## src/hdl/clock_ratio_defs.vh

```
// Constants for the clock ratio control block
// Contract
// Ratio register is 16 bits; only word-sized accesses are accepted.
// Power-on reset loads 0x0102; manual reset and standby keep it.
// Multiplier field bits 15,5,4: 000 x1, 001 x2, 100 x3, 010 x4, 101 x6.
// Core divider field bits 14,3,2: 000 /1, 001 /2, 100 /3, 010 /4.
// Peripheral divider bits 13,1,0: 000 /1, 001 /2, 100 /3, 010 /4, 101 /6.
// Bits 12 to 9, 7 and 6 read zero; software writes zero.
// Bit 8 reads one; software writes one.
// PLL output equals bus clock pin frequency times selected multiplier.
// Peripheral clock is bus clock times multiplier divided by peripheral divider.
// Software keeps peripheral clock within 6 to 33.34 MHz, not above bus clock.
// With USB in use, software keeps peripheral clock at 13 MHz or more.
// Software keeps core clock 24-100 MHz or 24-160 MHz per speed grade.
// Software keeps bus clock 24-50 MHz or 24-66.64 MHz per speed grade.
// Software never makes the core clock slower than the bus clock pin.
// Software never lets PLL output exceed the rated processor frequency.
// Second PLL state follows the clock mode; no register bit controls it.
// Aux control bit 0: 0 drives aux clock pin, 1 tri-states; others zero.
// Divider-only changes take effect at once, with no settling pause.
// Multiplier change halts CPU, stops clocks until watchdog overflow.
// Only listed encodings are legal; others give undefined clocks.
`ifndef CLOCK_RATIO_DEFS_VH
`define CLOCK_RATIO_DEFS_VH

// Register byte offsets
`define OFS_RATIO 12'h000
`define OFS_AUX 12'h004

// Reset values
`define RATIO_RESET 16'h0102
`define AUX_RESET 1'b0

// Field bit positions in the ratio and aux registers
`define B_MULT_HI 15
`define B_MULT_MID 5
`define B_MULT_LO 4
`define B_CORE_HI 14
`define B_CORE_MID 3
`define B_CORE_LO 2
`define B_PER_HI 13
`define B_PER_MID 1
`define B_PER_LO 0
`define B_FIXED_ONE 8
`define B_AUX_TRI 0

// Field codes {hi,mid,lo}
`define CODE_1 3'h0
`define CODE_2 3'h1
`define CODE_3 3'h4
`define CODE_4 3'h2
`define CODE_6 3'h5

// Word-size byte strobe pattern
`define STRB_WORD 4'h3

`endif

```

## src/hdl/clock_ratio_control.v

```verilog
// Clock ratio control: APB register file, ratio apply and aux clock pin
`timescale 1ns/1ns
`include "clock_ratio_defs.vh"

module clock_ratio_control
(
	// Clock and power-on reset
	input wire CLOCK_IN,
	input wire RESET_IN,
	// APB slave
	input wire PSEL_IN,
	input wire PENABLE_IN,
	input wire PWRITE_IN,
	input wire [11:0] PADDR_IN,
	input wire [31:0] PWDATA_IN,
	input wire [3:0] PSTRB_IN,
	output wire [31:0] PRDATA_OUT,
	output wire PREADY_OUT,
	output wire PSLVERR_OUT,
	// Watchdog settling handshake
	input wire WDT_OVERFLOW_IN,
	output wire WDT_START_OUT,
	// Applied ratios to the clock tree
	output wire [2:0] PLL_MULT_OUT,
	output wire [2:0] CORE_DIV_OUT,
	output wire [2:0] PERIPH_DIV_OUT,
	output wire CLOCKS_RUN_OUT,
	output wire CPU_HALT_OUT,
	// Auxiliary clock pin
	output wire AUX_CLOCK_PIN_OUT,
	output wire AUX_CLOCK_PIN_OE_OUT
);

	localparam ST_RUN = 2'b01;
	localparam ST_SETTLE = 2'b10;
	// Power-on field values
	localparam [15:0] RATIO_INIT = `RATIO_RESET;
	localparam [2:0] MULT_INIT = {RATIO_INIT[`B_MULT_HI], RATIO_INIT[`B_MULT_MID],
		RATIO_INIT[`B_MULT_LO]};
	localparam [2:0] CORE_INIT = {RATIO_INIT[`B_CORE_HI], RATIO_INIT[`B_CORE_MID],
		RATIO_INIT[`B_CORE_LO]};
	localparam [2:0] PER_INIT = {RATIO_INIT[`B_PER_HI], RATIO_INIT[`B_PER_MID],
		RATIO_INIT[`B_PER_LO]};

	// Programmed fields
	reg [2:0] mult_sel_q;
	reg [2:0] core_sel_q;
	reg [2:0] per_sel_q;
	reg aux_clock_tristate_q;
	// Applied fields
	reg [2:0] mult_run_q;
	reg [2:0] core_run_q;
	reg [2:0] per_run_q;
	reg [1:0] state_q;
	reg [1:0] state_d;
	// Bus answer
	reg [31:0] prdata_q;
	reg pready_q;
	reg pslverr_q;
	// Outputs
	reg [2:0] pll_mult_q;
	reg [2:0] core_div_q;
	reg [2:0] periph_div_q;
	reg clocks_run_q;
	reg cpu_halt_q;
	reg wdt_start_q;
	reg aux_clk_q;
	reg aux_oe_q;

	wire sel_ratio;
	wire sel_aux;
	wire word_ok;
	wire access;
	wire do_write;
	wire [2:0] w_mult;
	wire [2:0] w_core;
	wire [2:0] w_per;
	wire mult_change;
	reg [15:0] ratio_rd;
	reg [2:0] mult_val;
	reg [2:0] core_val;
	reg [2:0] per_val;

	assign sel_ratio = (PADDR_IN == `OFS_RATIO);
	assign sel_aux = (PADDR_IN == `OFS_AUX);
	// word access only
	assign word_ok = (PSTRB_IN == `STRB_WORD) || !PWRITE_IN;
	assign access = PSEL_IN && PENABLE_IN;
	assign do_write = access && pready_q && PWRITE_IN && word_ok && (sel_ratio || sel_aux);

	// multiplier field gather
	assign w_mult = {PWDATA_IN[`B_MULT_HI], PWDATA_IN[`B_MULT_MID], PWDATA_IN[`B_MULT_LO]};
	// core divider field gather
	assign w_core = {PWDATA_IN[`B_CORE_HI], PWDATA_IN[`B_CORE_MID], PWDATA_IN[`B_CORE_LO]};
	// peripheral divider field gather
	assign w_per = {PWDATA_IN[`B_PER_HI], PWDATA_IN[`B_PER_MID], PWDATA_IN[`B_PER_LO]};
	assign mult_change = do_write && sel_ratio && (w_mult != mult_sel_q);

	// Read image of the ratio register
	always @*
	begin
		ratio_rd = 16'h0000;
		// reserved bits read zero
		// fixed bit reads one
		ratio_rd[`B_FIXED_ONE] = 1'b1;
		ratio_rd[`B_MULT_HI] = mult_sel_q[2];
		ratio_rd[`B_MULT_MID] = mult_sel_q[1];
		ratio_rd[`B_MULT_LO] = mult_sel_q[0];
		ratio_rd[`B_CORE_HI] = core_sel_q[2];
		ratio_rd[`B_CORE_MID] = core_sel_q[1];
		ratio_rd[`B_CORE_LO] = core_sel_q[0];
		ratio_rd[`B_PER_HI] = per_sel_q[2];
		ratio_rd[`B_PER_MID] = per_sel_q[1];
		ratio_rd[`B_PER_LO] = per_sel_q[0];
	end

	// APB answer, one wait state
	always @(posedge CLOCK_IN or posedge RESET_IN)
	begin
		if (RESET_IN)
		begin
			pready_q <= 1'b0;
			pslverr_q <= 1'b0;
			prdata_q <= 32'h0000_0000;
		end
		else if (access && !pready_q)
		begin
			pready_q <= 1'b1;
			pslverr_q <= !(sel_ratio || sel_aux) || !word_ok;
			if (!PWRITE_IN && sel_ratio)
			begin
				prdata_q <= {16'h0000, ratio_rd};
			end
			else if (!PWRITE_IN && sel_aux)
			begin
				// upper bits read zero
				prdata_q <= {31'h0000_0000, aux_clock_tristate_q};
			end
			else
			begin
				prdata_q <= 32'h0000_0000;
			end
		end
		else
		begin
			pready_q <= 1'b0;
			pslverr_q <= 1'b0;
		end
	end

	// Programmed registers
	always @(posedge CLOCK_IN or posedge RESET_IN)
	begin
		if (RESET_IN)
		begin
			// power-on value
			mult_sel_q <= MULT_INIT;
			core_sel_q <= CORE_INIT;
			per_sel_q <= PER_INIT;
			// reset drives the pin
			aux_clock_tristate_q <= `AUX_RESET;
		end
		else if (do_write && sel_ratio)
		begin
			// no second PLL control
			// codes stored as written
			mult_sel_q <= w_mult;
			core_sel_q <= w_core;
			per_sel_q <= w_per;
		end
		else if (do_write && sel_aux)
		begin
			// tri-state select
			aux_clock_tristate_q <= PWDATA_IN[`B_AUX_TRI];
		end
	end

	// Apply sequencer
	always @*
	begin
		state_d = state_q;
		case (state_q)
			ST_RUN:
			begin
				// multiplier change halts
				if (mult_change)
				begin
					state_d = ST_SETTLE;
				end
			end
			ST_SETTLE:
			begin
				// resume on watchdog overflow
				if (WDT_OVERFLOW_IN)
				begin
					state_d = ST_RUN;
				end
			end
			default:
			begin
				state_d = ST_RUN;
			end
		endcase
	end

	always @(posedge CLOCK_IN or posedge RESET_IN)
	begin
		if (RESET_IN)
		begin
			state_q <= ST_RUN;
			// power-on ratios applied
			mult_run_q <= MULT_INIT;
			core_run_q <= CORE_INIT;
			per_run_q <= PER_INIT;
			wdt_start_q <= 1'b0;
		end
		else
		begin
			state_q <= state_d;
			wdt_start_q <= (state_q == ST_RUN) && mult_change;
			if (state_q == ST_RUN && !mult_change)
			begin
				// divider change at once
				core_run_q <= core_sel_q;
				per_run_q <= per_sel_q;
				mult_run_q <= mult_sel_q;
			end
			else if (state_q == ST_SETTLE && WDT_OVERFLOW_IN)
			begin
				// new ratios after settling
				mult_run_q <= mult_sel_q;
				core_run_q <= core_sel_q;
				per_run_q <= per_sel_q;
			end
		end
	end

	// Code to ratio decode
	always @*
	begin
		// multiplier value
		case (mult_run_q)
			`CODE_1: mult_val = 3'd1;
			`CODE_2: mult_val = 3'd2;
			`CODE_3: mult_val = 3'd3;
			`CODE_4: mult_val = 3'd4;
			`CODE_6: mult_val = 3'd6;
			default: mult_val = 3'd0;
		endcase
		case (core_run_q)
			`CODE_1: core_val = 3'd1;
			`CODE_2: core_val = 3'd2;
			`CODE_3: core_val = 3'd3;
			`CODE_4: core_val = 3'd4;
			default: core_val = 3'd0;
		endcase
		// peripheral divisor value
		case (per_run_q)
			`CODE_1: per_val = 3'd1;
			`CODE_2: per_val = 3'd2;
			`CODE_3: per_val = 3'd3;
			`CODE_4: per_val = 3'd4;
			`CODE_6: per_val = 3'd6;
			default: per_val = 3'd0;
		endcase
	end

	// Registered outputs and aux pin
	always @(posedge CLOCK_IN or posedge RESET_IN)
	begin
		if (RESET_IN)
		begin
			pll_mult_q <= 3'd0;
			core_div_q <= 3'd0;
			periph_div_q <= 3'd0;
			clocks_run_q <= 1'b0;
			cpu_halt_q <= 1'b0;
			aux_clk_q <= 1'b0;
			aux_oe_q <= 1'b0;
		end
		else
		begin
			pll_mult_q <= mult_val;
			core_div_q <= core_val;
			periph_div_q <= per_val;
			// clocks stop while settling
			clocks_run_q <= (state_d == ST_RUN);
			cpu_halt_q <= (state_d == ST_SETTLE);
			aux_clk_q <= !aux_clk_q;
			// pin enable
			aux_oe_q <= !aux_clock_tristate_q;
		end
	end

	assign PRDATA_OUT = prdata_q;
	assign PREADY_OUT = pready_q;
	assign PSLVERR_OUT = pslverr_q;
	assign WDT_START_OUT = wdt_start_q;
	assign PLL_MULT_OUT = pll_mult_q;
	assign CORE_DIV_OUT = core_div_q;
	assign PERIPH_DIV_OUT = periph_div_q;
	assign CLOCKS_RUN_OUT = clocks_run_q;
	assign CPU_HALT_OUT = cpu_halt_q;
	assign AUX_CLOCK_PIN_OUT = aux_clk_q;
	assign AUX_CLOCK_PIN_OE_OUT = aux_oe_q;

endmodule // clock_ratio_control

```

## config.mk

```make
export PLATFORM = sky130hd
export DESIGN_NAME = clock_ratio_control
export DESIGN_NICKNAME = d
export VERILOG_FILES = /design/src/hdl/clock_ratio_control.v
export VERILOG_INCLUDE_DIRS = /design/src /design/src/hdl
export SDC_FILE = /design/constraint.sdc
export NUM_CORES = 1
export LEC_CHECK = 0
export BUFFER_PORTS_ARGS = -buffer_cell sky130_fd_sc_hd__buf_4
export CAP_MARGIN = 10
export CORE_UTILIZATION = 48
export CTS_CLUSTER_SIZE = 12
export DETAILED_ROUTE_END_ITERATION = 8
export PLACE_DENSITY = 0.84
export SLEW_MARGIN = 20
export SYNTH_ARGS = -nofsm -noshare
export SYNTH_HDL_FRONTEND = slang
export SYNTH_SLANG_ARGS = --single-unit
```

## constraint.sdc

```tcl
create_clock -name CLOCK_IN -period 2.5 [get_ports CLOCK_IN]
set_clock_uncertainty 0.1 [all_clocks]
set_input_delay 0.125 -clock CLOCK_IN [delete_from_list [all_inputs] [get_ports CLOCK_IN]]
set_output_delay 0.125 -clock CLOCK_IN [all_outputs]
set_load 0.01 [all_outputs]
```

## After elaboration in Yosys (flattened, before gate mapping)

Index checks and enable logic that the tools add are counted.

- Output and inout bits: 48
- Register bits after elaboration: 69
- Input port bits: 54
- Word-level logic and storage cells: 84

- Equality and inequality tests: 18
- Muxes and demuxes: 16
- Reduce and logical (&&, ||, !) cells: 30
- Bitwise logic cells: 1

Operators with widths:

| operator | number |
|---|---|
| $pmux W3 S5 | 2 |
| $mux W3 | 6 |
| $mux W16 | 1 |
| $eq A3 B3 Y1 const B | 5 |
| $logic_and A1 B1 Y1 | 14 |
| $eq A12 B3 Y1 const B | 1 |
| $logic_not A12 Y1 | 1 |
| $pmux W3 S4 | 1 |
| $eq A3 B1 Y1 const B | 3 |
| $eq A3 B2 Y1 const B | 3 |
| $logic_not A3 Y1 | 3 |
| $logic_not A1 Y1 | 7 |
| $eq A2 B1 Y1 const B | 2 |
| $eq A2 B2 Y1 const B | 2 |
| $eq A4 B2 Y1 const B | 1 |
| $mux W2 | 2 |
| $pmux W2 S2 | 1 |
| $logic_or A1 B1 Y1 | 3 |
| $mux W1 | 3 |
| $ne A3 B3 Y1 | 1 |
| $reduce_and A2 Y1 | 1 |
| $reduce_bool A2 Y1 | 1 |
| $not A1 Y1 | 1 |

## Logic depth before layout (Yosys ltp)

- Depth after elaboration: 10
- Gate-level depth with buffers: 7
- Mapped depth without buffers: 6

## Least setup slack after synthesis

OpenSTA, ideal clock, no wires.

- Path type: reg2reg
- Start point: register pready_q, in the netlist PREADY_OUT
- End point: register per_sel_q[2]
- Buffers on the path: 2
- Setup time: 125 ps
- Clock period less this slack: 1830 ps
- Arrival: 1605 ps
- Slack: 670 ps
- Required time: 2275 ps
- Stages on the path, launching flop included: 7
- Cell sequence: dfrtp_1 nand4_1 or3_4 or2_1 buf_6 buf_8 mux2_4

- Longest elaborated chain between the ends: 5

RTL lines:

| item | RTL line | text |
|---|---|---|
| start, declared | clock_ratio_control.v:58 | `reg pready_q;` |
| start signal, assigned | clock_ratio_control.v:122 | `pready_q <= 1'b0;` |
| start signal, assigned | clock_ratio_control.v:128 | `pready_q <= 1'b1;` |
| start signal, assigned | clock_ratio_control.v:146 | `pready_q <= 1'b0;` |
| $logic_and A1 B1 Y1 (4 in a row) | clock_ratio_control.v:89 | `assign do_write = access && pready_q && PWRITE_IN && word_ok && (sel_ratio \|\| sel_aux);` |
| $logic_and A1 B1 Y1 | clock_ratio_control.v:163 | `else if (do_write && sel_ratio)` |
| end signal, assigned | clock_ratio_control.v:169 | `per_sel_q <= w_per;` |
| end, declared | clock_ratio_control.v:48 | `reg [2:0] per_sel_q;` |

Every way passes these cells.
A chain may end at the register's enable or synchronous reset.

## Worst setup path after layout

- Start point: input port PWRITE_IN
- End point: register per_run_q[0]

- Longest elaborated chain between the ends: 9
- Elaborated cells between the ends (all ways): 11
- Classes of those cells: mux: 1; reduce/logical: 10

RTL lines:

| item | RTL line | text |
|---|---|---|
| start, declared | clock_ratio_control.v:13 | `input wire PWRITE_IN,` |
| $logic_not A1 Y1 | clock_ratio_control.v:87 | `` assign word_ok = (PSTRB_IN == `STRB_WORD) \|\| !PWRITE_IN; `` |
| $logic_or A1 B1 Y1 | clock_ratio_control.v:87 |  |
| $logic_and A1 B1 Y1 * (2 in a row) | clock_ratio_control.v:89 |  |
| $logic_and A1 B1 Y1 * (2 in a row) | clock_ratio_control.v:97 | `assign mult_change = do_write && sel_ratio && (w_mult != mult_sel_q);` |
| $logic_not A1 Y1 * | clock_ratio_control.v:221 | `if (state_q == ST_RUN && !mult_change)` |
| $logic_and A1 B1 Y1 * | clock_ratio_control.v:221 |  |
| $mux W3 or $reduce_bool A2 Y1 (tied branches) | -- |  |
| end signal, assigned | clock_ratio_control.v:225 | `per_run_q <= per_sel_q;` |
| end signal, assigned | clock_ratio_control.v:233 | `per_run_q <= per_sel_q;` |
| end, declared | clock_ratio_control.v:53 | `reg [2:0] per_run_q;` |

Mark *: on every way between the ends. The rest lies on a longest branch, timed or not.

==> results.txt <==
Wirelength per Cell = 15.0 µm
Maximum achievable frequency = 463 MHz
Initial antenna violation count = 0
Worst Hold Depth = 3
Nets = 346
Final core occ = 63.3%
R2R Path Start = state_q[0]
Hold EP = CLOCKS_RUN_OUT
Power per Cell Area = 541 nW/µm²
Yosys reg bits = 47
Core Region = 4820 µm²
Remaining DRCs = 0
CTS Sinks = 47
Die X = 73.6 µm
Actual slew at the worst max-slew pin = 0.790 ns
Total GRT Usage = 21.5%
Hpwl dp = 3600 µm
Hold Path Class = in2reg
Most used DFF post-synth = dfrtp_1
Longest Clk Path Bufs = 2
Syn avg cell area = 11.0 µm²
Flop2flop setup slack = 0.36 ns
Crit share post-route = 86.3%
WL final = 5360 µm
Yosys Warn Count = 0
Final Max Tran Viols = 0
Reg-to-Reg End = CPU_HALT_OUT
Total negative slack = 0 ns
RSZ-0062 raised after global routing = no
Critical path fanouts, max = 18
GRT overflow = 0
Clk pin slew, worst setup/hold paths = 0.09 ns
CP arrival = 2.25 ns
CTS Buf Count = 5
Pin count of the biggest net entering global routing = 48
Post-Place Cell Area = 2820 µm²
Top post-synthesis cells by area = dfrtp_1 (45%), buf_4 (7.0%), mux2_2 (4.1%)
Proportion of layout cells with a drive suffix above 1 = 36.4%
Top-area cell type share of the netlist area = 44.8%
Crit path capture type = flip-flop
Critical Path RT = 2.59 ns
Row cnt = 25
Num ports = 102
Worst r2r path cells = 6
Status = completed
Hold_sp = WDT_OVERFLOW_IN
Global-route wire length before repair = 8720 µm
Post-DRT Antenna Nets = 0
Inserted Diodes = 0
Vias in the first global route = 1877
Hold Vio Cnt, Final = 0
LEAKAGE = 1.49 nW
Synth unique cells = 51
Leading cell type in the layout, fill and taps excluded = buf_4
Final Critical Period = 2.16 ns
Synth area leader = dfrtp_1
CTS tree = built
Synthesized area = 2460 µm²
Die area = 5410 µm²
H-tree depth = 2
Ys async rst share = 100%
Critical path class = in2reg
Detailed-route via count = 1935
Worst-Skew Late Latency = 0.30 ns
Area grow syn2layout = 24.1%
Mapped Cells = 223
Final instance area = 3050 µm²
Most frequent cells in the layout = buf_4 (61), dfrtp_1 (44), conb_1 (22), nand2_1 (14), o21ai_0 (13)
RePlAce Congestion = 0.788
Crit start category = input port
Port bufs = 56
CTS root buf = clkbuf_8
WHS = 0.0892 ns
Slew HR = 47.3%
Starting Density = 51.0%
Post-synth EDFFs = 0
Via density per instance = 5.41
Max-Cap Viols = 0
DR iter-0 viols = 145
Die height = 73.6 µm
Total power = 1.65 mW
Initial DRT Pass Iterations = 4
Maximum vdd ir drop = 349 µV
Post-synthesis sequential area ratio = 48.0%
Setup Viol. Count Final = 0
## logic make-up (layout without fill, tap and decap cells)
| logic type | Yosys count | after routing | share of synthesized area [%] |
|---|---|---|---|
| AND/OR/NAND/NOR | 68 | 68 | 17.5 |
| AO/OA/AOI/OAI | 50 | 50 | 15.0 |
| flip-flops | 47 | 47 | 48.0 |
| buffers and inverters | 40 | 87 | 11.7 |
| multiplexers | 11 | 11 | 5.14 |
| XOR/XNOR | 4 | 4 | 1.43 |
| adder cells (fa/ha/maj) | 2 | 2 | 1.02 |
| other | 1 | 22 | 0.153 |
## cell type report
class,count,area (µm²)
Tap cell,67,83.8
Inverter,7,27.5
Clock buffer,6,82.6
Fill cell,417,1770
Multi-Input combinational cell,157,1070
Clock inverter,2,35.0
Sequential cell,47,1180
Timing Repair Buffer,72,568
## routing by layer
layer  vias up  wire, µm  track usage (%)
met5         -         0                0
met4         0        79             9.40
met3        12       325             3.98
met2        72      2800             37.0
met1       955      2160             26.3
li1        896         -                -
## how the worst max path moves through the flow
stage / from / to / slack [ns] / cells past startpoint
after floorplan: PREADY_OUT / per_sel_q[2] / 0.67 / 6
after global placement: PSTRB_IN[2] / per_sel_q[2] / 0.43 / 5
after detailed placement: PSTRB_IN[2] / per_run_q[0] / 0.40 / 5
after CTS: PWRITE_IN / per_run_q[0] / 0.34 / 6
after global routing: PWRITE_IN / per_run_q[1] / 0.23 / 6
final: PWRITE_IN / per_run_q[0] / 0.34 / 6
## synth_stat cells, types with 3 or more instances
| cell | n |
|---|---|
| and3_1 | 3 |
| dfrtp_1 | 44 |
| o311ai_1 | 9 |
| and2_2 | 8 |
| dfstp_2 | 3 |
| xor2_1 | 3 |
| inv_1 | 7 |
| a22o_1 | 8 |
| a21oi_1 | 4 |
| nor3_1 | 4 |
| clkbuf_1 | 3 |
| mux2_2 | 9 |
| nor2_1 | 11 |
| a221oi_1 | 9 |
| buf_4 | 23 |
| and3_2 | 8 |
| nand2_1 | 14 |
| o21ai_0 | 13 |
## power by group
part / total [mW] / switching (mW) / internal, mW
clock network: 0.574 / 0.251 / 0.324
logic: 0.279 / 0.163 / 0.117
registers: 0.796 / 0.0120 / 0.784
total: 1.65 / 0.426 / 1.22
## per-stage QoR
stage               instances  setup WS, ns
floorplan                 244         0.670
global placement          339         0.429
detailed placement        339         0.404
CTS                       358         0.343
global route              358         0.227
finish                    358         0.342
## critical path: stages
cell           delay [ns]
dlygate4sd3_1        0.53
buf_4                0.13
nand4_1              0.09
or3_4                0.43
or2_1                0.53
o311ai_1             0.42
## state kept, by name (all words and copies together), names as in the netlist, 2 cells and up
name and cells:
CORE_DIV_OUT 3, PERIPH_DIV_OUT 3, PLL_MULT_OUT 3, PRDATA_OUT 10, core_run_q 3, core_sel_q 3, mult_run_q 3, mult_sel_q 3
per_run_q 3, per_sel_q 3, state_q 2
## what timing repair did
item                                   in CTS  in global routing
hold buffers                               11                  0
setup endpoints to repair                   0                  0
endpoints found under the hold margin      55                  0
gates resized for setup                     0                  0
setup buffers                               0                  0
Note: power is estimated with default switching activity, not from simulation.
